<file path="src/include/codec_ctl_regs.svh">
// Register offsets, field positions and reset values of the control bank
`ifndef CODEC_CTL_REGS_SVH
`define CODEC_CTL_REGS_SVH

`define PTR_W 7
`define PTR_RESET 7'h01
`define ADV_RESET 1'h1
`define ADDR_IDENTITY 7'h01
`define ADDR_POWER 7'h02
`define ADDR_MODE 7'h03
`define ADDR_FORMAT 7'h04
`define POWER_RESET 8'h81
`define MODE_RESET 8'h00
`define FORMAT_RESET 8'h40
`define PTR_ADV_BIT 7
`define RX_SLEEP_HI 7
`define RX_SLEEP_LO 6
`define ADC_SLEEP_BIT 5
`define TEST_SLEEP_BIT 4
`define DAC_SLEEP_LO 1
`define GLOBAL_SLEEP_BIT 0
`define CODEC_SPEED_LO 6
`define AUX_SPEED_LO 4
`define ADC_ROUTE_LO 2
`define DAC_DEEMPH_BIT 1
`define RX_DEEMPH_BIT 0
`define FORMAT_LO 6
`define CMD_PTR 2'h1
`define CMD_WRITE 2'h2
`define CMD_READ 2'h3
`define CTL_ADDR_CMD 4'h0
`define CTL_ADDR_DATA 4'h1
`define CTL_ADDR_STATUS 4'h2

`endif

</file>
<file path="src/include/codec_ctl_pkg.sv">
// Types shared by the control bank and its host
package codec_ctl_pkg;
  typedef enum logic [1:0] {
    SPEED_SINGLE = 2'h0,
    SPEED_DOUBLE = 2'h1,
    SPEED_QUAD = 2'h2,
    SPEED_RSVD = 2'h3
  } speed_t;
  typedef enum logic [1:0] {
    FMT_LEFT = 2'h0,
    FMT_I2S = 2'h1,
    FMT_RIGHT = 2'h2,
    FMT_RSVD = 2'h3
  } format_t;
  typedef enum logic [1:0] {
    DEEMPH_OFF = 2'h0,
    DEEMPH_32K = 2'h1,
    DEEMPH_44K1 = 2'h2,
    DEEMPH_48K = 2'h3
  } deemph_t;
endpackage : codec_ctl_pkg

</file>
<file path="src/include/ctl_link_if.sv">
// Control port link between host and register bank
`timescale 1ns/1ps
interface ctl_link_if;
  logic ptr_wr;
  logic [7:0] ptr_data;
  logic reg_wr;
  logic reg_rd;
  logic [7:0] wdata;
  logic [7:0] rdata;
  modport host (output ptr_wr, output ptr_data, output reg_wr,
                output reg_rd, output wdata, input rdata);
  modport dev (input ptr_wr, input ptr_data, input reg_wr,
               input reg_rd, input wdata, output rdata);
endinterface : ctl_link_if
</file>
<file path="src/core/codec_ctl_bank.sv">
// Control register bank of the codec: pointer, identity, power, modes
//
// Operation
// - Pointer advances after access when enabled
// - Low pointer bits select register; reset 01
// - Address 01 returns part and revision
// - Receiver reset on 01/11, runs on 00
// - Host changes sleep bits while muted
// - Either receiver bit set holds receiver in reset
// - ADC sleep bit holds ADC in reset
// - Host sets the test sleep bit
// - Each DAC pair sleep bit resets pair
// - Global sleep resets to one, keeps registers
// - Codec speed field selects rate range
// - Aux port speed field, same encoding
// - ADC route code steers output pins
// - DAC de-emphasis at detected rates, or at the manual rate when lock is forced
// - Forced lock uses manual rate field
// - Receiver de-emphasis follows channel status
// - Format field selects LJ, I2S, RJ
// - Registers read-write except identity
//
// Implementation choice: the strobed register port.
`timescale 1ns/1ps
`include "codec_ctl_regs.svh"
module codec_ctl_bank
  import codec_ctl_pkg::*;
#(
  parameter logic [3:0] PART_CODE = 4'hA, // Arbitrary value
  parameter logic [3:0] SILICON_REV = 4'h5 // Arbitrary value
) (
  // Clock and reset
  input wire logic clk,
  input wire logic nrst,
  // Control port
  ctl_link_if.dev link,
  // Rate detector and channel status
  input wire codec_ctl_pkg::deemph_t detected_rate,
  input wire logic rx_emphasis,
  input wire codec_ctl_pkg::deemph_t manual_rate_sel,
  input wire logic force_lock,
  // Power controls
  output logic receiver_reset,
  output logic adc_reset,
  output logic [2:0] dac_pair_reset,
  output logic global_sleep,
  output logic test_sleep_bit,
  // Mode controls
  output codec_ctl_pkg::speed_t codec_speed_sel,
  output codec_ctl_pkg::speed_t aux_port_speed_sel,
  output logic adc_on_codec_data_out,
  output logic adc_uses_aux_clock,
  output logic rx_on_aux_data_out,
  output codec_ctl_pkg::format_t serial_format_sel,
  output codec_ctl_pkg::deemph_t dac_deemph_filter,
  output codec_ctl_pkg::deemph_t rx_deemph_filter
);
  import codec_ctl_pkg::*;

  // ----------------------------------------------------------------
  // State
  // ----------------------------------------------------------------
  typedef struct packed {
    logic ptr_auto_advance;
    logic [`PTR_W-1:0] ptr;
    logic [7:0] power;
    logic [7:0] mode;
    logic [7:0] format;
    logic [7:0] rdata;
  } state_t;

  state_t state_reg;
  state_t state_next;
  logic [7:0] read_val;
  logic [1:0] rx_bits;
  logic [1:0] route;

  // ----------------------------------------------------------------
  // Read mux
  // ----------------------------------------------------------------
  always_comb begin
    unique case (state_reg.ptr)
      `ADDR_IDENTITY: read_val = {PART_CODE, SILICON_REV};
      `ADDR_POWER: read_val = state_reg.power;
      `ADDR_MODE: read_val = state_reg.mode;
      `ADDR_FORMAT: read_val = state_reg.format;
      default: read_val = 8'h00;
    endcase
  end

  // ----------------------------------------------------------------
  // Next state
  // ----------------------------------------------------------------
  always_comb begin
    state_next = state_reg;
    state_next.rdata = 8'h00;
    if (link.ptr_wr) begin
      state_next.ptr_auto_advance = link.ptr_data[`PTR_ADV_BIT];
      state_next.ptr = link.ptr_data[`PTR_W-1:0];
    end else if (link.reg_wr || link.reg_rd) begin
      if (link.reg_wr) begin
        // Identity falls to default: writes leave no trace
        unique case (state_reg.ptr)
          `ADDR_POWER: state_next.power = link.wdata;
          `ADDR_MODE: state_next.mode = link.wdata;
          `ADDR_FORMAT: state_next.format = link.wdata;
          default: state_next.power = state_reg.power;
        endcase
      end else begin
        state_next.rdata = read_val;
      end
      if (state_reg.ptr_auto_advance) begin
        state_next.ptr = state_reg.ptr + `PTR_W'(1);
      end
    end
  end

  always_ff @(posedge clk) begin
    if (!nrst) begin
      state_reg.ptr_auto_advance <= `ADV_RESET;
      state_reg.ptr <= `PTR_RESET;
      state_reg.power <= `POWER_RESET;
      state_reg.mode <= `MODE_RESET;
      state_reg.format <= `FORMAT_RESET;
      state_reg.rdata <= 8'h00;
    end else begin
      state_reg <= state_next;
    end
  end

  // ----------------------------------------------------------------
  // Decoded controls
  // ----------------------------------------------------------------
  assign link.rdata = state_reg.rdata;
  assign rx_bits = state_reg.power[`RX_SLEEP_HI:`RX_SLEEP_LO];
  // Reserved 10 (the reset code) is taken as reset, the safe side
  assign receiver_reset = (rx_bits != 2'h0);
  assign adc_reset = state_reg.power[`ADC_SLEEP_BIT];
  assign dac_pair_reset = state_reg.power[`DAC_SLEEP_LO+:3];
  assign global_sleep = state_reg.power[`GLOBAL_SLEEP_BIT];
  assign test_sleep_bit = state_reg.power[`TEST_SLEEP_BIT];
  assign codec_speed_sel = speed_t'(state_reg.mode[`CODEC_SPEED_LO+:2]);
  assign aux_port_speed_sel = speed_t'(state_reg.mode[`AUX_SPEED_LO+:2]);
  assign route = state_reg.mode[`ADC_ROUTE_LO+:2];
  assign adc_on_codec_data_out = (route == 2'h0) || (route == 2'h1);
  assign adc_uses_aux_clock = (route == 2'h1) || (route == 2'h2);
  assign rx_on_aux_data_out = adc_on_codec_data_out;
  assign serial_format_sel = format_t'(state_reg.format[`FORMAT_LO+:2]);

  // ----------------------------------------------------------------
  // De-emphasis selection
  // ----------------------------------------------------------------
  deemph_sel dac_sel (
    .enable(state_reg.mode[`DAC_DEEMPH_BIT]),
    .force_lock(force_lock),
    .manual_rate_sel(manual_rate_sel),
    .detected_rate(detected_rate),
    .emph_request(1'b1),
    .filter_sel(dac_deemph_filter)
  );

  deemph_sel rx_sel (
    .enable(state_reg.mode[`RX_DEEMPH_BIT]),
    .force_lock(force_lock),
    .manual_rate_sel(manual_rate_sel),
    .detected_rate(detected_rate),
    .emph_request(rx_emphasis),
    .filter_sel(rx_deemph_filter)
  );
endmodule : codec_ctl_bank

</file>
<file path="src/core/deemph_sel.sv">
// De-emphasis filter selection from enable, lock force and rate
`timescale 1ns/1ps
module deemph_sel
  import codec_ctl_pkg::*;
(
  // Control
  input wire logic enable,
  input wire logic force_lock,
  input wire codec_ctl_pkg::deemph_t manual_rate_sel,
  // Detected rate and emphasis request
  input wire codec_ctl_pkg::deemph_t detected_rate,
  input wire logic emph_request,
  // Result
  output codec_ctl_pkg::deemph_t filter_sel
);
  always_comb begin
    if (!enable || !emph_request) begin
      filter_sel = DEEMPH_OFF;
    end else if (force_lock) begin
      // Reserved manual code 00 leaves the filter off
      filter_sel = manual_rate_sel;
    end else begin
      // Detector reports 00 for any rate other than 32/44.1/48 kHz
      filter_sel = detected_rate;
    end
  end
endmodule : deemph_sel

</file>
<file path="src/flat_wrapper.sv">
// flat-port wrapper written by rule: the top's interface ports become plain ports
module codec_ctl_bank_flat import codec_ctl_pkg::*;
#(
  parameter logic [3:0] PART_CODE = 4'hA,                   
  parameter logic [3:0] SILICON_REV = 4'h5                   
)
  (clk, nrst, detected_rate, rx_emphasis, manual_rate_sel, force_lock, receiver_reset, adc_reset, dac_pair_reset, global_sleep, test_sleep_bit, codec_speed_sel, aux_port_speed_sel, adc_on_codec_data_out, adc_uses_aux_clock, rx_on_aux_data_out, serial_format_sel, dac_deemph_filter, rx_deemph_filter, link_ptr_wr, link_ptr_data, link_reg_wr, link_reg_rd, link_wdata, link_rdata);
  ctl_link_if link_i ();
  input wire logic clk;
  input wire logic nrst;
  input wire codec_ctl_pkg::deemph_t detected_rate;
  input wire logic rx_emphasis;
  input wire codec_ctl_pkg::deemph_t manual_rate_sel;
  input wire logic force_lock;
  output logic receiver_reset;
  output logic adc_reset;
  output logic [2:0] dac_pair_reset;
  output logic global_sleep;
  output logic test_sleep_bit;
  output codec_ctl_pkg::speed_t codec_speed_sel;
  output codec_ctl_pkg::speed_t aux_port_speed_sel;
  output logic adc_on_codec_data_out;
  output logic adc_uses_aux_clock;
  output logic rx_on_aux_data_out;
  output codec_ctl_pkg::format_t serial_format_sel;
  output codec_ctl_pkg::deemph_t dac_deemph_filter;
  output codec_ctl_pkg::deemph_t rx_deemph_filter;
  input wire logic [$bits(link_i.ptr_wr)-1:0] link_ptr_wr;
  input wire logic [$bits(link_i.ptr_data)-1:0] link_ptr_data;
  input wire logic [$bits(link_i.reg_wr)-1:0] link_reg_wr;
  input wire logic [$bits(link_i.reg_rd)-1:0] link_reg_rd;
  input wire logic [$bits(link_i.wdata)-1:0] link_wdata;
  output wire logic [$bits(link_i.rdata)-1:0] link_rdata;
  assign link_i.ptr_wr = link_ptr_wr;
  assign link_i.ptr_data = link_ptr_data;
  assign link_i.reg_wr = link_reg_wr;
  assign link_i.reg_rd = link_reg_rd;
  assign link_i.wdata = link_wdata;
  assign link_rdata = link_i.rdata;
  codec_ctl_bank #(.PART_CODE(PART_CODE), .SILICON_REV(SILICON_REV)) u_core (.clk(clk), .nrst(nrst), .link(link_i), .detected_rate(detected_rate), .rx_emphasis(rx_emphasis), .manual_rate_sel(manual_rate_sel), .force_lock(force_lock), .receiver_reset(receiver_reset), .adc_reset(adc_reset), .dac_pair_reset(dac_pair_reset), .global_sleep(global_sleep), .test_sleep_bit(test_sleep_bit), .codec_speed_sel(codec_speed_sel), .aux_port_speed_sel(aux_port_speed_sel), .adc_on_codec_data_out(adc_on_codec_data_out), .adc_uses_aux_clock(adc_uses_aux_clock), .rx_on_aux_data_out(rx_on_aux_data_out), .serial_format_sel(serial_format_sel), .dac_deemph_filter(dac_deemph_filter), .rx_deemph_filter(rx_deemph_filter));
endmodule
</file>
<file path="config.mk">
export PLATFORM = sky130hd
export DESIGN_NAME = codec_ctl_bank_flat
export DESIGN_NICKNAME = d
export VERILOG_FILES = /design/src/include/codec_ctl_pkg.sv /design/src/include/ctl_link_if.sv /design/src/core/codec_ctl_bank.sv /design/src/core/deemph_sel.sv /design/src/flat_wrapper.sv
export VERILOG_INCLUDE_DIRS = /design/src /design/src/include
export SDC_FILE = /design/constraint.sdc
export NUM_CORES = 1
export LEC_CHECK = 0
export BUFFER_PORTS_ARGS = -buffer_cell sky130_fd_sc_hd__buf_4
export CAP_MARGIN = 5
export CORE_MARGIN = 4
export CORE_UTILIZATION = 52
export DETAILED_ROUTE_END_ITERATION = 7
export GPL_TIMING_DRIVEN = 0
export PLACE_DENSITY = 0.88
export SYNTH_ARGS = -nofsm -noshare
export SYNTH_HDL_FRONTEND = slang
export SYNTH_SLANG_ARGS = --single-unit
</file>
<file path="constraint.sdc">
create_clock -name clk -period 2.55 [get_ports clk]
set_input_delay 0.51 -clock clk [delete_from_list [all_inputs] [get_ports clk]]
set_output_delay 0.51 -clock clk [all_outputs]
set_load 0.05 [all_outputs]
</file>
==> results.md <==
- Dpl cell area: 0.00257 mm2
- Total power draw: 1.30 mW
- Area Growth Syn to Fin: 26.1%
- Fillers: 319
- Clock Sinks: 40
- Detailed-route DRC error count: 0
- Worst-path fanout max: 10
- Synth Warn #: 0
- CTS root buffer: clkbuf_8
- Slew @ Worst Pin: 0.862 ns
- Outcome: completed
- Slew Limit Fails: 0
- Final TNS setup: 0 ns
- Boundary Pins: 55
- Final period utilization: 79.7%
- Remaining Overflow, GRT: 0
- Total track usage: 21.4%
- Initial antenna violation count: 0
- # rows: 22
- Register bit total from synthesis: 40
- Peak Freq: 0.492 GHz
- CTS Buffer Depth: 2
- Routed Wire Length: 5420 um
- Port Buffers: 53
- PwrDens: 488 mW/mm2
- CTS tree: done
- Endpoints failing hold: 0
- Vias in the first global route: 1891
- Core footprint: 0.00380 mm2
- # Max-Cap Violations: 0
- Final Skew: 0.00736 ns
- Hold Crit Class: input pin to flip-flop
- Crit end category: flip-flop
- Complex-gate fraction of the synthesized area: 24.8%
- Initial Util: 55.7%
- Final cell count without fillers: 350
- Crit path DAT: 2.20 ns
- FFs w/ async S/R, synth: 0%
- Global-route wire length before repair: 8870 um
- 1st-pass router iterations: 4
- Final #Nets: 334
- Reg clk slew, reported paths: 0.07 ns
- Post-synth top flop: dfxtp_1
- Yosys cell types: 38
- Largest cells by area after synthesis: dfxtp_1, o21ai_0, buf_4
- Via-per-instance ratio: 5.90
- Crit path kind: flip-flop to flip-flop
- Post-DP HPWL: 4010 um
- P_leak: 1.03 nW
- Register Area: 801 um2
- Simple-gate share of the synthesized area: 19.9%
- Req. time, crit path: 2.72 ns
- Synth Area in Adders: 3.55%
- Mapped Cells: 241
- Die area: 0.00515 mm2
- Post-synthesis sequential area ratio: 37.8%
- FF-to-FF Start: u_core.state_reg[33]
- Vias: 2065
- Tmin final: 2.03 ns
- Die span in y: 71.8 um
- Post-synthesis mux area share: 1.89%
- CP Launch Type: flip-flop
- Final ANT Viol Nets: 0
- Fin area: 0.00267 mm2
- VDD IR max: 314 uV
- Worst slew margin: 42.0%
- Xor/xnor cell area share of the yosys netlist: 0.828%
- Cell Area, Synth: 0.00212 mm2
- Main combinational cell family by area after synthesis: compound AO/OA/AOI/OAI gates
- RSZ-0062 raised after global routing: no
- Final setup violation count: 0
- Finished Core Util: 70.2%
- Layout cells sized above 1: 30.1%
- Syn Nets: 274
- Initial DRC count: 156
- Largest area contributor in the netlist: dfxtp_1
- CTS resizes: 0
- Post-CTS Hold Buffers: 0
- CTS buffer count: 5
- Largest register FFs: 16
- Synth Area per Inst: 8.78 um2
- Crit path from: u_core.state_reg[33]
- Post-synth EDFFs: 0
- Area of the multi-input gates: 0.00108 mm2
- Ant diodes: 0
- Average wire per standard cell: 15.5 um
- # Post-CTS Setup Buffers: 0
- Die Wd: 71.8 um
- Hold_sp: link_ptr_data[7]
- Clock latency on the worst-skew pair: 0.29 ns
- Placer congestion estimate: 0.895
- Largest net degree at the start of global routing: 13
- Placed insts: 342
- Area share of the largest cell type after synthesis: 37.8%
- H-tree levels: 2
placed cells by master, fill, tap and decap left out, drive strengths merged, types with 6 or more instances in the layout:
cell     instances
clkbuf          23
a2bb2oi          8
nor3             8
o21ai           35
dfxtp           40
buf             75
ha               6
a21boi          21
nand3           27
critical path, stage by stage (launching register included):
cell and delay, ns:
dfxtp_1 0.43, ha_1 0.29, clkbuf_1 0.38, nand4bb_1 0.41, o21ai_0 0.28, a21boi_0 0.12
power breakdown:
group / total, mW / internal, mW / switching (mW)
sequential: 0.653 / 0.637 / 0.0153
combinational: 0.217 / 0.0896 / 0.127
clock: 0.432 / 0.220 / 0.213
layer usage:
| metal | track usage (%) | wire length [um] | part of all wire [%] | vias up |
|---|---|---|---|---|
| li1 | - | - | - | 986 |
| met1 | 30.2 | 2240 | 41 | 959 |
| met2 | 31.8 | 2550 | 47 | 110 |
| met3 | 5.19 | 553 | 10 | 10 |
| met4 | 7.10 | 76 | 1.4 | 0 |
| met5 | 0 | 0 | 0 | - |
cell type report:
class	count	area share (%)
multi-input cells	158	40.4
clock buffers	7	3.24
repair buffers	53	14.9
clock inverters	1	0.281
inverters	5	0.704
plain buffers	38	8.21
flip-flops and latches	40	30.0
well taps	48	2.25
worst paths after layout:
check | end | slack (ns) | cells past startpoint
worst max register to register | u_core.route[1] | 0.52 | 5
worst min register to register | u_core.state_reg[10] | 0.48 | 2
worst min-delay path | u_core.state_reg[39] | 0.45 | 3
worst max-delay path | u_core.route[1] | 0.52 | 5
kinds of logic (layout without fill, tap and decap cells):
group                      Yosys count  after routing
AOI/OAI and AO/OA                   81             81
xor gates and xnor gates             2              2
adders and majority gates            6              6
buffers and inverters               43            104
DFF                                 40             40
muxes                                4              4
and+or+nand+nor                     65             65
synth_stat cells (3+ instances only):
library cell,number
clkbuf_1,16
a2bb2oi_1,8
or3_1,4
inv_1,5
buf_4,18
a21boi_1,4
nor2b_1,3
nor3_2,8
o21ai_0,35
mux2i_1,4
a22oi_1,4
nand3_1,27
dfxtp_1,40
ha_1,6
a221oi_1,4
a21boi_0,17
nand2_1,4
a31oi_1,5
metrics by stage:
stage | setup slack (ns) | hold slack [ns]
6_report | 0.518 | 0.446
5_1_grt | 0.341 | 0.481
4_1_cts | 0.538 | 0.453
3_5_place_dp | 0.435 | 0.469
3_3_place_gp | 0.472 | 0.461
2_1_floorplan | 0.687 | 0.449
Note: power is estimated with default switching activity, not from simulation.
